`config.mk`:
```
export PLATFORM = sky130hd
export DESIGN_NAME = smid_decoder
export DESIGN_NICKNAME = d
export VERILOG_FILES = /design/src/common/smid_pkg.sv /design/src/verilog/smid_decoder.sv
export SDC_FILE = /design/constraint.sdc
export NUM_CORES = 2
export LEC_CHECK = 0
export BUFFER_PORTS_ARGS = -buffer_cell sky130_fd_sc_hd__buf_2
export CAP_MARGIN = 20
export CORE_ASPECT_RATIO = 1.2
export CORE_MARGIN = 2
export CORE_UTILIZATION = 65
export DETAILED_ROUTE_END_ITERATION = 10
export GPL_TIMING_DRIVEN = 1
export PLACE_DENSITY = 0.8
export SYNTH_ARGS = -nofsm -noshare
export SYNTH_HDL_FRONTEND = slang
export SYNTH_SLANG_ARGS = --single-unit
```
`constraint.sdc`:
```
create_clock -name clk_i -period 52 [get_ports clk_i]
set_input_delay 2.6 -clock clk_i [delete_from_list [all_inputs] [get_ports clk_i]]
set_output_delay 2.6 -clock clk_i [all_outputs]
set_load 0.02 [all_outputs]
```
`src/common/smid_pkg.sv`:
```
package smid_pkg;
	// register offsets (byte addresses, one word each)
	localparam logic [7:0] ADDR_CTRL     = 8'h00;
	localparam logic [7:0] ADDR_FWD_TLIM = 8'h04;
	localparam logic [7:0] ADDR_REV_TLIM = 8'h08;
	localparam logic [7:0] ADDR_TFULL    = 8'h0C;
	localparam logic [7:0] ADDR_TOFFSET  = 8'h10;
	localparam logic [7:0] ADDR_ACCEL    = 8'h14;
	localparam logic [7:0] ADDR_DECEL    = 8'h18;
	localparam logic [7:0] ADDR_ISPD1    = 8'h1C;
	localparam logic [7:0] ADDR_ISPD7    = 8'h34;
	localparam logic [7:0] ADDR_STATUS   = 8'h38;
	localparam logic [7:0] ADDR_IRQ_STAT = 8'h3C;
	localparam logic [7:0] ADDR_IRQ_MASK = 8'h40;
	localparam logic [7:0] ADDR_ZERO_THR = 8'h44;
	localparam logic [7:0] ADDR_REACH_BW = 8'h48;

	// control register fields
	localparam int CTRL_MODE_LSB = 0;  // lowest digit of the mode setting
	localparam int CTRL_ABS_BIT  = 4;  // absolute position system in use
	localparam int CTRL_SEL3_BIT = 5;  // third speed-selection input enabled

	// mode digits
	localparam logic [3:0] MODE_POS_SPEED = 4'h1;
	localparam logic [3:0] MODE_TORQUE    = 4'h4;

	// analog scaling
	localparam int TORQUE_FS_MV   = 8000; // full-scale torque input, mV
	localparam int OFFSET_MAX_MV  = 999;  // offset range +-999 mV

	// reset values
	localparam logic [15:0] RST_TLIM    = 16'h03E8;
	localparam logic [15:0] RST_TFULL   = 16'h03E8;
	localparam logic [15:0] RST_STEP    = 16'h0001;
	localparam logic [15:0] RST_ZERO    = 16'h0032;
	localparam logic [15:0] RST_REACH   = 16'h0014;
	localparam logic [15:0] RST_ISPD    = 16'h0064;

	// interrupt bits
	localparam int IRQ_MODE_CHG = 0;
	localparam int IRQ_REJECT   = 1;
	localparam int IRQ_LIMITING = 2;
	localparam int IRQ_REACHED  = 3;
	localparam int IRQ_W        = 4;

	// operating control law
	typedef enum logic [1:0] {
		SMID_IDLE,
		SMID_TORQUE,
		SMID_POSITION,
		SMID_SPEED
	} smid_law_t;
endpackage : smid_pkg

```
`src/verilog/smid_decoder.sv`:
```
// What this block does
// RULE1: torque command scaled, 8 V gives full-scale
// RULE2: rotation selects set torque sign or none
// RULE3: signed offset up to 999 mV added
// RULE4: torque clamped to fwd/rev limits only
// RULE5: rotation selects set speed-limit direction
// RULE6: three select bits choose speed-limit source
// RULE7: limiting flag when speed reaches limit
// RULE8: operator sets limit 100 r/min above target
// RULE9: change mode on digit 1, not absolute
// RULE10: change input off position, on speed
// RULE11: mode changes only at zero speed
// RULE12: toggle above zero speed never takes effect
// RULE13: position to speed clears droop pulses
// RULE14: two select bits choose speed command
// RULE15: third select bit widens choice to seven
// RULE16: speed command ramps with accel/decel steps
// RULE17: start inputs give direction or servo lock
// RULE18: reached flag when speed near command
// RULE19: discrete inputs synchronised, on means one
//
// Local design decisions: the plain strobed port and the placing of the registers.
`timescale 1ns/100ps
`default_nettype none
module smid_decoder (
	input  wire logic        clk_i,
	input  wire logic        sys_rst_i,
	// register port
	input  wire logic [7:0]  addr_i,
	input  wire logic [31:0] wr_data_i,
	input  wire logic        wr_i,
	input  wire logic        rd_i,
	output logic      [31:0] rd_data_o,
	// discrete contacts, asynchronous
	input  wire logic        fwd_rotation_select_i,
	input  wire logic        rev_rotation_select_i,
	input  wire logic        speed_select_bit0_i,
	input  wire logic        speed_select_bit1_i,
	input  wire logic        speed_select_bit2_i,
	input  wire logic        control_change_input_i,
	input  wire logic        forward_start_input_i,
	input  wire logic        reverse_start_input_i,
	// digitised analog values and feedback, same clock
	input  wire logic [15:0] analog_torque_cmd_i,
	input  wire logic [15:0] analog_speed_limit_in_i,
	input  wire logic [15:0] analog_speed_cmd_i,
	input  wire logic [15:0] motor_speed_i,
	// drive outputs
	output logic      [15:0] torque_cmd_o,
	output logic      [15:0] speed_limit_o,
	output logic             speed_limit_ccw_o,
	output logic      [15:0] speed_cmd_o,
	output logic             servo_lock_o,
	output logic             speed_mode_o,
	output logic             position_mode_o,
	output logic             droop_clear_o,
	output logic             speed_limiting_flag_o,
	output logic             speed_reached_flag_o,
	output logic             zero_speed_flag_o,
	output logic             irq_o
);

	// all state of the block
	typedef struct packed {
		logic [7:0]             sync1;      // first synchroniser stage
		logic [7:0]             sync2;      // second stage, usable
		logic                   lop_prev;   // last change input
		logic [5:0]             ctrl;       // mode, abs, sel3
		logic [15:0]            fwd_tlim;   // forward torque limit
		logic [15:0]            rev_tlim;   // reverse torque limit
		logic [15:0]            tfull;      // torque at full scale
		logic [15:0]            toffset;    // signed offset, mV
		logic [15:0]            accel;      // step per cycle rising
		logic [15:0]            decel;      // step per cycle falling
		logic [6:0][15:0]       ispd;       // internal speeds 1..7
		logic [15:0]            zero_thr;   // zero-speed band
		logic [15:0]            reach_bw;   // reached band
		logic [smid_pkg::IRQ_W-1:0] irq_stat; // sticky events
		logic [smid_pkg::IRQ_W-1:0] irq_mask; // enables
		smid_pkg::smid_law_t    law;        // active control law
		logic [15:0]            torque;     // torque output
		logic [15:0]            slim;       // speed limit magnitude
		logic                   slim_ccw;   // limit direction
		logic [15:0]            scmd;       // ramped speed command
		logic                   lock;       // servo lock
		logic                   droop;      // droop clear pulse
		logic                   limiting;   // limiting flag
		logic                   reached;    // reached flag
		logic                   zero_speed_flag;        // zero-speed flag
		logic                   irq;        // interrupt line
		logic                   spd_mode;   // speed law, registered
		logic                   pos_mode;   // position law, registered
		logic [31:0]            rd_data;    // read answer
	} smid_state_t;

	smid_state_t st;       // registered state
	smid_state_t next_st;  // next state

	// combinational scratch
	logic        rs_fwd;
	logic        rs_rev;
	logic        control_change_input;
	logic        st_fwd;
	logic        st_rev;
	logic [2:0]  sel;
	logic [3:0]  mode;
	logic signed [17:0] tc_sum;
	logic signed [17:0] tc_clip;
	logic signed [35:0] tc_prod;
	logic signed [17:0] tc_scaled;
	logic signed [17:0] tq;
	logic signed [15:0] lim_val;
	logic        lim_internal;
	logic signed [15:0] cmd_val;
	logic signed [16:0] target;
	logic signed [16:0] cur;
	logic signed [16:0] stepped;
	logic [15:0] spd_abs;
	logic [15:0] tgt_abs;
	logic [16:0] diff_abs;
	logic        zsp_now;
	logic [smid_pkg::IRQ_W-1:0] events;
	logic [smid_pkg::IRQ_W-1:0] w1c;
	logic [2:0]  ispd_idx;

	// absolute value of a signed 16-bit speed
	function automatic logic [15:0] smid_abs(input logic [15:0] v);
		logic [15:0] r;
		r = v[15] ? 16'(-$signed(v)) : v;
		return r;
	endfunction : smid_abs

	// next-state logic
	always_comb begin
		next_st = st;
		// two-stage synchroniser, contacts active high
		next_st.sync1 = {reverse_start_input_i, forward_start_input_i,
			control_change_input_i, speed_select_bit2_i,
			speed_select_bit1_i, speed_select_bit0_i,
			rev_rotation_select_i, fwd_rotation_select_i}; // see RULE19
		next_st.sync2 = st.sync1; // see RULE19
		rs_fwd = st.sync2[0];
		rs_rev = st.sync2[1];
		control_change_input    = st.sync2[5];
		st_fwd = st.sync2[6];
		st_rev = st.sync2[7];
		mode   = st.ctrl[smid_pkg::CTRL_MODE_LSB +: 4];
		// third select bit only when enabled
		sel = {st.sync2[4] & st.ctrl[smid_pkg::CTRL_SEL3_BIT],
			st.sync2[3], st.sync2[2]}; // see RULE15
		events = '0;
		w1c    = '0;
		next_st.droop = 1'b0;

		// zero-speed detection
		spd_abs = smid_abs(motor_speed_i);
		zsp_now = (spd_abs <= st.zero_thr);
		next_st.zero_speed_flag = zsp_now;

		// law selection
		if (mode == smid_pkg::MODE_TORQUE) begin
			next_st.law = smid_pkg::SMID_TORQUE;
		end else if (mode == smid_pkg::MODE_POS_SPEED &&
			!st.ctrl[smid_pkg::CTRL_ABS_BIT]) begin // see RULE9
			// enter change mode in the law the input asks for
			if (st.law != smid_pkg::SMID_POSITION &&
				st.law != smid_pkg::SMID_SPEED) begin
				next_st.law = control_change_input ? smid_pkg::SMID_SPEED
					: smid_pkg::SMID_POSITION; // see RULE10
			end else if (control_change_input != st.lop_prev) begin
				// edge of the change input
				if (zsp_now) begin // see RULE11
					next_st.law = control_change_input ? smid_pkg::SMID_SPEED
						: smid_pkg::SMID_POSITION; // see RULE10
					events[smid_pkg::IRQ_MODE_CHG] = 1'b1;
					// droop pulses dropped only when leaving position
					if (control_change_input && st.law == smid_pkg::SMID_POSITION) begin
						next_st.droop = 1'b1; // see RULE13
					end
				end else begin
					// change at speed is discarded for good
					events[smid_pkg::IRQ_REJECT] = 1'b1; // see RULE12
				end
			end
		end else begin
			next_st.law = smid_pkg::SMID_IDLE;
		end
		next_st.lop_prev = control_change_input;
		// mode outputs registered beside the law
		next_st.spd_mode = (next_st.law == smid_pkg::SMID_SPEED);
		next_st.pos_mode = (next_st.law == smid_pkg::SMID_POSITION);

		// torque path: offset, scale, sign, clamp
		tc_sum = 18'(signed'(analog_torque_cmd_i))
			+ 18'(signed'(st.toffset)); // see RULE3
		tc_clip = tc_sum;
		if (tc_sum > 18'(smid_pkg::TORQUE_FS_MV)) begin
			tc_clip = 18'(smid_pkg::TORQUE_FS_MV);
		end else if (tc_sum < -18'(smid_pkg::TORQUE_FS_MV)) begin
			tc_clip = -18'(smid_pkg::TORQUE_FS_MV);
		end
		tc_prod = 36'(tc_clip) * 36'(signed'({2'b00, st.tfull}));
		tc_scaled = 18'(tc_prod / 36'(smid_pkg::TORQUE_FS_MV)); // see RULE1
		if (rs_fwd == rs_rev || tc_clip == '0) begin
			tq = '0; // see RULE2
		end else if (rs_fwd) begin
			tq = tc_scaled; // see RULE2
		end else begin
			tq = -tc_scaled; // see RULE2
		end
		// parameter limits only; analog limit input is not used
		if (tq > 18'(signed'({2'b00, st.fwd_tlim}))) begin
			tq = 18'(signed'({2'b00, st.fwd_tlim})); // see RULE4
		end else if (tq < -18'(signed'({2'b00, st.rev_tlim}))) begin
			tq = -18'(signed'({2'b00, st.rev_tlim})); // see RULE4
		end
		next_st.torque = (st.law == smid_pkg::SMID_TORQUE)
			? tq[15:0] : '0;

		// speed-limit source and direction
		lim_internal = (sel != 3'd0);
		lim_val = lim_internal ? signed'(st.ispd[3'(sel - 3'd1)])
			: signed'(analog_speed_limit_in_i); // see RULE6
		if (st.law == smid_pkg::SMID_TORQUE) begin
			next_st.slim = smid_abs(lim_val);
			if (rs_fwd && !rs_rev) begin
				next_st.slim_ccw = lim_internal
					|| !lim_val[15]; // see RULE5
			end else if (rs_rev && !rs_fwd) begin
				next_st.slim_ccw = !lim_internal
					&& lim_val[15]; // see RULE5
			end
			next_st.limiting = (spd_abs >= next_st.slim); // see RULE7
		end else begin
			next_st.slim = '0;
			next_st.limiting = 1'b0;
		end

		// speed command source, two or three select bits
		ispd_idx = 3'(sel - 3'd1);
		cmd_val = (sel == 3'd0) ? signed'(analog_speed_cmd_i)
			: signed'(st.ispd[ispd_idx]); // see RULE14
		// start inputs: direction or servo lock
		if (st_fwd == st_rev) begin
			target = '0; // see RULE17
			next_st.lock = (st.law == smid_pkg::SMID_SPEED);
		end else if (st_fwd) begin
			target = 17'(cmd_val); // see RULE17
			next_st.lock = 1'b0;
		end else begin
			target = -17'(cmd_val); // see RULE17
			next_st.lock = 1'b0;
		end
		if (st.law != smid_pkg::SMID_SPEED) begin
			target = '0;
		end

		// ramp toward the target, even while turning
		cur = 17'(signed'(st.scmd));
		tgt_abs = smid_abs(target[15:0]);
		stepped = cur;
		if (target > cur) begin
			stepped = cur + 17'(signed'({1'b0, (cur[16] ||
				tgt_abs < smid_abs(st.scmd)) ? st.decel
				: st.accel})); // see RULE16
			if (stepped > target) begin
				stepped = target;
			end
		end else if (target < cur) begin
			stepped = cur - 17'(signed'({1'b0, (!cur[16] ||
				tgt_abs < smid_abs(st.scmd)) ? st.decel
				: st.accel})); // see RULE16
			if (stepped < target) begin
				stepped = target;
			end
		end
		if (st.law != smid_pkg::SMID_SPEED) begin
			stepped = '0;
		end
		next_st.scmd = stepped[15:0];

		// reached: feedback within band of the selected command
		diff_abs = 17'(target) - 17'(signed'(motor_speed_i));
		diff_abs = diff_abs[16] ? 17'(-$signed(diff_abs)) : diff_abs;
		next_st.reached = (st.law == smid_pkg::SMID_SPEED)
			&& !next_st.lock
			&& (diff_abs <= {1'b0, st.reach_bw}); // see RULE18

		// rising flag edges become events
		events[smid_pkg::IRQ_LIMITING] = next_st.limiting && !st.limiting;
		events[smid_pkg::IRQ_REACHED]  = next_st.reached && !st.reached;

		// register writes
		next_st.rd_data = '0;
		if (wr_i) begin
			unique case (addr_i)
				smid_pkg::ADDR_CTRL: begin
					next_st.ctrl = wr_data_i[5:0];
				end
				smid_pkg::ADDR_FWD_TLIM: begin
					next_st.fwd_tlim = wr_data_i[15:0];
				end
				smid_pkg::ADDR_REV_TLIM: begin
					next_st.rev_tlim = wr_data_i[15:0];
				end
				smid_pkg::ADDR_TFULL: begin
					next_st.tfull = wr_data_i[15:0];
				end
				smid_pkg::ADDR_TOFFSET: begin
					// offset saturates at +-999 mV
					if (signed'(wr_data_i[15:0]) >
						16'(smid_pkg::OFFSET_MAX_MV)) begin
						next_st.toffset = 16'(smid_pkg::OFFSET_MAX_MV);
					end else if (signed'(wr_data_i[15:0]) <
						-16'(smid_pkg::OFFSET_MAX_MV)) begin
						next_st.toffset = -16'(smid_pkg::OFFSET_MAX_MV);
					end else begin
						next_st.toffset = wr_data_i[15:0]; // see RULE3
					end
				end
				smid_pkg::ADDR_ACCEL: begin
					next_st.accel = wr_data_i[15:0];
				end
				smid_pkg::ADDR_DECEL: begin
					next_st.decel = wr_data_i[15:0];
				end
				smid_pkg::ADDR_IRQ_STAT: begin
					w1c = wr_data_i[smid_pkg::IRQ_W-1:0];
				end
				smid_pkg::ADDR_IRQ_MASK: begin
					next_st.irq_mask = wr_data_i[smid_pkg::IRQ_W-1:0];
				end
				smid_pkg::ADDR_ZERO_THR: begin
					next_st.zero_thr = wr_data_i[15:0];
				end
				smid_pkg::ADDR_REACH_BW: begin
					next_st.reach_bw = wr_data_i[15:0];
				end
				default: begin
					// internal speeds 1..7, others ignored
					if (addr_i >= smid_pkg::ADDR_ISPD1 &&
						addr_i <= smid_pkg::ADDR_ISPD7 &&
						addr_i[1:0] == 2'b00) begin
						next_st.ispd[3'((addr_i
							- smid_pkg::ADDR_ISPD1) >> 2)]
							= wr_data_i[15:0];
					end
				end
			endcase
		end

		// sticky events, a new event beats the clear
		next_st.irq_stat = (st.irq_stat & ~w1c) | events;
		next_st.irq = |(next_st.irq_stat & next_st.irq_mask);

		// register reads, answer one cycle later
		if (rd_i) begin
			unique case (addr_i)
				smid_pkg::ADDR_CTRL:     next_st.rd_data = 32'(st.ctrl);
				smid_pkg::ADDR_FWD_TLIM: next_st.rd_data = 32'(st.fwd_tlim);
				smid_pkg::ADDR_REV_TLIM: next_st.rd_data = 32'(st.rev_tlim);
				smid_pkg::ADDR_TFULL:    next_st.rd_data = 32'(st.tfull);
				smid_pkg::ADDR_TOFFSET:  next_st.rd_data = 32'(st.toffset);
				smid_pkg::ADDR_ACCEL:    next_st.rd_data = 32'(st.accel);
				smid_pkg::ADDR_DECEL:    next_st.rd_data = 32'(st.decel);
				smid_pkg::ADDR_STATUS: begin
					// live block state
					next_st.rd_data = {21'h00_0000, st.sync2[5],
						st.lock, st.reached, st.limiting, st.zero_speed_flag,
						st.slim_ccw, st.irq, 2'(st.law), 2'b00};
				end
				smid_pkg::ADDR_IRQ_STAT: next_st.rd_data = 32'(st.irq_stat);
				smid_pkg::ADDR_IRQ_MASK: next_st.rd_data = 32'(st.irq_mask);
				smid_pkg::ADDR_ZERO_THR: next_st.rd_data = 32'(st.zero_thr);
				smid_pkg::ADDR_REACH_BW: next_st.rd_data = 32'(st.reach_bw);
				default: begin
					// internal speeds, unmapped reads zero
					if (addr_i >= smid_pkg::ADDR_ISPD1 &&
						addr_i <= smid_pkg::ADDR_ISPD7 &&
						addr_i[1:0] == 2'b00) begin
						next_st.rd_data = 32'(st.ispd[3'((addr_i
							- smid_pkg::ADDR_ISPD1) >> 2)]);
					end
				end
			endcase
		end
	end

	// state register with synchronous reset
	always_ff @(posedge clk_i) begin
		if (sys_rst_i) begin
			st          <= '0;
			st.fwd_tlim <= smid_pkg::RST_TLIM;
			st.rev_tlim <= smid_pkg::RST_TLIM;
			st.tfull    <= smid_pkg::RST_TFULL;
			st.accel    <= smid_pkg::RST_STEP;
			st.decel    <= smid_pkg::RST_STEP;
			st.ispd     <= {7{smid_pkg::RST_ISPD}};
			st.zero_thr <= smid_pkg::RST_ZERO;
			st.reach_bw <= smid_pkg::RST_REACH;
			st.law      <= smid_pkg::SMID_IDLE;
		end else begin
			st <= next_st;
		end
	end

	// outputs straight from flops
	assign rd_data_o             = st.rd_data;
	assign torque_cmd_o          = st.torque;
	assign speed_limit_o         = st.slim;
	assign speed_limit_ccw_o     = st.slim_ccw;
	assign speed_cmd_o           = st.scmd;
	assign servo_lock_o          = st.lock;
	assign speed_mode_o          = st.spd_mode;
	assign position_mode_o       = st.pos_mode;
	assign droop_clear_o         = st.droop;
	assign speed_limiting_flag_o = st.limiting;
	assign speed_reached_flag_o  = st.reached;
	assign zero_speed_flag_o     = st.zero_speed_flag;
	assign irq_o                 = st.irq;

endmodule : smid_decoder
`default_nettype wire

```
* Word-level counts from Yosys, hierarchy flattened
Cells that the tools add are included.
Word-level totals: output and inout bits 89, logic and storage cells 208, flip-flop bits (word level) 362, bits of input ports 116
Cells by class: bitwise gates (word level) 11, add/sub/neg operators 14, equal/unequal tests 23, reduce and logical (&&, ||, !) cells 50, $mul 1, multiplexer cells 54, div/mod/pow operators 1, magnitude comparators 19
Operator list (number):
- 16-bit 2-to-1 mux | 20
- 16-bit one-hot mux with 12 select lines | 1
- 112-bit bitwise mux | 1
- 16-bit binary-select mux with 3-bit select | 2
- 18-bit 2-to-1 mux | 4
- 17-bit 2-to-1 mux | 4
- 16-bit negation | 4
- 16-bit demux with 3-bit select | 1
- 36-bit by 14-bit divider with 36-bit output (second input constant) | 1
- 18-bit by 17-bit multiplier with 35-bit output | 1
- 8-bit by 5-bit == test with 1-bit output (second input constant) | 3
- 8-bit by 7-bit == test with 1-bit output (second input constant) | 3
- 2-bit AND reduction | 10
- 18-bit by 17-bit greater-than comparator with 1-bit output | 1
- 18-bit logical NOT | 1
- 18-bit less-than comparator | 1
- 2-bit 2-to-1 mux | 9
- 16-bit negation with 18-bit output | 1
- 18-bit negation | 1
- 16-bit by 16-bit adder with 17-bit output | 1
- 16-bit by 17-bit adder with 17-bit output | 1
- 17-bit by 14-bit greater-than comparator with 1-bit output (second input constant) | 1
- 17-bit by 16-bit greater-than comparator with 1-bit output | 1
- 17-bit greater-than comparator | 1
- other kinds (49) | 99

* Longest topological paths before layout
word-level depth 19, gate-level depth with buffers 123, depth with buffers taken out 107

* Worst setup path after synthesis
Ideal clock, no wire load.
path kind input -> register, start input port analog_torque_cmd_i[6], end register st, in the netlist torque_cmd_o[14], data arrival time 29.134 ns, stages on the path 111, setup slack 22.795 ns, library setup time 0.070 ns, buffers on the path 12, required time 51.930 ns, path through ha_1 -> clkbuf_1 -> a211oi_1 -> o22ai_1 -> a221oi_1 -> mux2i_1 -> o2111ai_1 -> nor4_1 -> nor2_1 -> nand2_1 -> or2_2 -> clkbuf_1 -> clkbuf_1 -> nand2_1 -> fa_1 -> inv_1 -> fa_1 -> inv_1 -> [75 not listed] -> a21oi_1 -> a22o_1 -> nor2b_1 -> a41oi_1 -> xnor2_1 -> nand2_1 -> inv_2 -> buf_6 -> ha_1 -> nand4_1 -> nor4_1 -> o21ai_0 -> a41o_1 -> clkbuf_1 -> clkbuf_1 -> o31ai_1 -> o21ai_1 -> a21oi_1
On the way: word-level cells in the longest chain between the ends 12, elaborated cells between the ends (all ways) 16, those cells by class 2 x add/sub; 1 x mul; 1 x div; 4 x order compare; 6 x mux; 2 x reduce/logical
RTL lines:
- start: declaration | RTL line smid_decoder.sv:44 | input wire logic [15:0] analog_torque_cmd_i,
- 16-bit by 16-bit adder with 17-bit output * | RTL line smid_decoder.sv:195 | + 18'(signed'(st.toffset));
- 17-bit by 14-bit less-than comparator with 1-bit output | RTL line smid_decoder.sv:199 | end else if (tc_sum < -18'(smid_pkg::TORQUE_FS_MV)) begin
- 18-bit 2-to-1 mux | RTL line smid_decoder.sv:199
- 18-bit 2-to-1 mux * | RTL line smid_decoder.sv:197 | if (tc_sum > 18'(smid_pkg::TORQUE_FS_MV)) begin
- 18-bit by 17-bit multiplier with 35-bit output | RTL line smid_decoder.sv:202 | tc_prod = 36'(tc_clip) * 36'(signed'({2'b00, st.tfull}));
- 36-bit by 14-bit divider with 36-bit output | RTL line smid_decoder.sv:203 | tc_scaled = 18'(tc_prod / 36'(smid_pkg::TORQUE_FS_MV));
- 18-bit negation | RTL line smid_decoder.sv:209 | tq = -tc_scaled;
- 18-bit 2-to-1 mux | RTL line smid_decoder.sv:206 | end else if (rs_fwd) begin
- 18-bit 2-to-1 mux * | RTL line smid_decoder.sv:204 | if (rs_fwd == rs_rev || tc_clip == '0) begin
- 18-bit less-than comparator | RTL line smid_decoder.sv:214 | end else if (tq < -18'(signed'({2'b00, st.rev_tlim}))) begin
- 16-bit 2-to-1 mux | RTL line smid_decoder.sv:214
- 16-bit 2-to-1 mux * | RTL line smid_decoder.sv:212 | if (tq > 18'(signed'({2'b00, st.fwd_tlim}))) begin
- end signal: assignment | RTL line smid_decoder.sv:403 | st <= next_st;
- end: declaration | RTL line smid_decoder.sv:96 | smid_state_t st;
Every way passes the cells marked *; elsewhere a longest branch is shown, timed or not. A chain may end at the register's enable or synchronous reset.

* Worst setup path after layout
start input port analog_torque_cmd_i[0], end register st, in the netlist torque_cmd_o[14]
Same word-level chain as after synthesis.

==> impl_metrics.json <==
{
  "maxCapViolCount": 0,
  "vias": 44800,
  "netlist_area_um2": 45800,
  "tightestPinTransition_ns": 1.14,
  "synth_ff_type": "dfxtp_1",
  "cts_root_buffer": "clkbuf_16",
  "postRouteAntennaNets": 0,
  "rrSetupSlack_ns": 16.72,
  "h-tree-depth": 1,
  "cts_tree": "yes",
  "drc_errors": 0,
  "synth_top_area_share_pct": 15.1,
  "numCtsBuffers": 31,
  "grt_max_degree": 105,
  "grt_pass1_vias": 43300,
  "place.port_buffers": 172,
  "drt_iter0_drc": 4738,
  "r2r_cells": 99,
  "avgViaCountPerCell": 6.52,
  "clk_path_buf_depth": 3,
  "gr-usage-all-layers_pct": 39.4,
  "grt_first_pass_wirelength_um": 230000,
  "synth_area_leaders": "dfxtp_1 15%, fa_1 13%, ha_1 8.6%, nand2_1 7.0%, a21oi_1 5.8%",
  "synth_edf_count": 0,
  "drive_above_1_share_pct": 8.14,
  "relSlewSlack_pct": 24.1,
  "first_pass_iters": 10,
  "crit_start": "analog_torque_cmd_i[0]",
  "synthCells": 6046,
  "num_rows": 106,
  "synth.avg_cell_area_um2": 7.57,
  "fin_nets": 6647,
  "wire_per_inst_um": 21.1,
  "floorplan.initialDensity_pct": 65.6,
  "use_met1_pct": 46.0,
  "slew_violations": 0,
  "gp_congestion": 1.02,
  "clock-sinks": 346,
  "critPathLaunchType": "input port",
  "cp-endpoint": "torque_cmd_o[14]",
  "cp_data_required_time_ns": 52.47,
  "fillerInstances": 6042,
  "ys_types": 147,
  "worstHoldPathType": "register to register",
  "path_class": "input port to register",
  "fp.dieArea_um2": 72600,
  "max_freq_mhz": 27.2,
  "clk_pin_slew_ns": 0.07,
  "fp.dieH_um": 295,
  "die_width_um": 246,
  "cpMostUsedCell": "a21oi_1",
  "slowest_delay_ns": 0.88,
  "final_cell_mix": "854 x nand2_1, 545 x inv_1, 530 x a21oi_1",
  "synth_top_cell_by_area": "dfxtp_1",
  "final_common_cell": "nand2_1",
  "coreArea_um2": 69800,
  "skew_ns": 0.0187,
  "fin_crit_sh_pct": 70.8,
  "dp_hpwl_um": 111000,
  "multiInputGateArea_um2": 35100,
  "io_pins": 205,
  "setup_viol": 0,
  "ys_seq_area_share_pct": 15.1,
  "period_needed_ns": 36.81,
  "busiest_layer": "met2",
  "outcome": "complete, no violations",
  "tns_ns": 0,
  "syn_to_final_growth_pct": 4.16,
  "hold_buffers": 0,
  "critPathSlowestCell": "a21oi_1",
  "post_cts.repair.setup_buffers": 0,
  "rsz0062_at_grt": "false",
  "seq_area_um2": 6930,
  "overflow": 0,
  "clk-insertion-delay-late_ns": 0.63,
  "synth_seq_cells": 346,
  "antenna_found_initial": 2,
  "use_met3_pct": 5.25,
  "ys_async_sr_fraction_pct": 0,
  "wl_um": 145000,
  "cts-resized-gates": 0,
  "use_met2_pct": 66.3,
  "reg2reg_to": "torque_cmd_o[14]",
  "arrival_ns": 37.28,
  "cp-end-kind": "register",
  "r2r_start": "st[285]",
  "yosys_warnings": 0,
  "crit_path_max_fanout": 56,
  "hold_viol": 0
}
-- Yosys cell counts, types with 16 or more instances --
library cell,number
mux2_2,30
nand2b_1,53
ha_1,314
o21a_1,25
a22oi_1,27
inv_1,545
a211o_1,21
clkbuf_1,274
o22ai_1,27
nand3b_1,18
nor2_1,486
or3_1,27
or4_1,20
o21ai_0,200
mux4_2,19
and2_1,146
buf_1,16
nand4_1,49
mux2i_1,100
nand3_1,144
o31ai_1,34
o21ai_1,25
a41oi_1,26
buf_4,88
dfxtp_1,346
o211ai_1,68
a21oi_1,531
xor2_1,99
a222oi_1,35
and3_1,47
nor2b_1,65
nor4_1,47
o21bai_1,26
a31oi_1,38
o2111ai_1,17
a211oi_1,48
nor3_1,112
fa_1,287
xnor2_1,195
a21o_1,120
nand2_1,854
-- logic make-up (layout without fill, tap and decap cells) --
logic type	after synthesis	count (layout)	synth area share, %
other	1	18	0.00819
adder cells (fa/ha/maj)	604	604	21.2
AO/OA/AOI/OAI	1535	1535	23.0
AND/OR/NAND/NOR	2159	2159	22.1
buffers and inverters	944	838	8.53
flip-flops	346	346	15.1
XOR/XNOR	302	302	5.95
multiplexers	155	155	4.05
-- final cells by class --
type	instances	area share, %
Antenna cell	2	0.0105
Sequential cell	346	14.5
Timing Repair Buffer	230	2.81
Clock buffer	43	1.85
Inverter	550	4.33
Clock inverter	15	0.412
Multi-Input combinational cell	4771	73.7
Tap cell	918	2.41
-- sequential cells by signal, indices dropped and copies added, names as in the netlist, 2 cells and up --
register / flops
torque_cmd_o: 16
rd_data_o: 16
speed_cmd_o: 16
mode: 4
sel: 2
next_st: 8
st: 256
speed_limit_o: 16
-- critical path: cells and delay by family --
kind	cells	cell delay, ns
AND/OR/NAND/NOR	25	7.68
adder cells (fa/ha/maj)	11	4.51
buffers and inverters	10	1.45
XOR/XNOR	2	0.62
multiplexers	4	1.31
AO/OA/AOI/OAI	50	19.01
-- per-stage QoR --
stage / area (um2) / setup slack (ns) / hold WS (ns) / utilization [%] / instances
floorplan: 45800 / 22.80 / 0.414 / - / 6061
global placement: 46500 / 16.03 / 0.422 / 66.7 / 6810
detailed placement: 46600 / 15.68 / 0.425 / 66.7 / 6812
CTS: 47600 / 16.22 / 0.440 / 68.3 / 6870
global route: 47700 / 13.17 / 0.443 / 68.4 / 6873
finish: 47700 / 15.19 / 0.437 / 68.4 / 6875
-- metal layers --
metal,part of all wire (%),up-vias
met5,0.0089,-
met4,8.3,2
met3,8.1,613
met2,47,2165
met1,37,21300
li1,-,20700
-- how the worst min path moves through the flow --
stage | end | slack [ns] | from | cells after the start
floorplan | control_change_input | 0.41 | next_st[351] | 1
global placement | st[352] | 0.42 | next_st[352] | 1
detailed placement | st[352] | 0.43 | next_st[352] | 1
CTS | st[352] | 0.44 | next_st[352] | 1
global route | rs_fwd | 0.44 | next_st[346] | 1
finish | st[352] | 0.44 | next_st[352] | 1
Power is not shown: default switching activity piles up to over one toggle a cycle in this logic, so the estimate is an artifact.
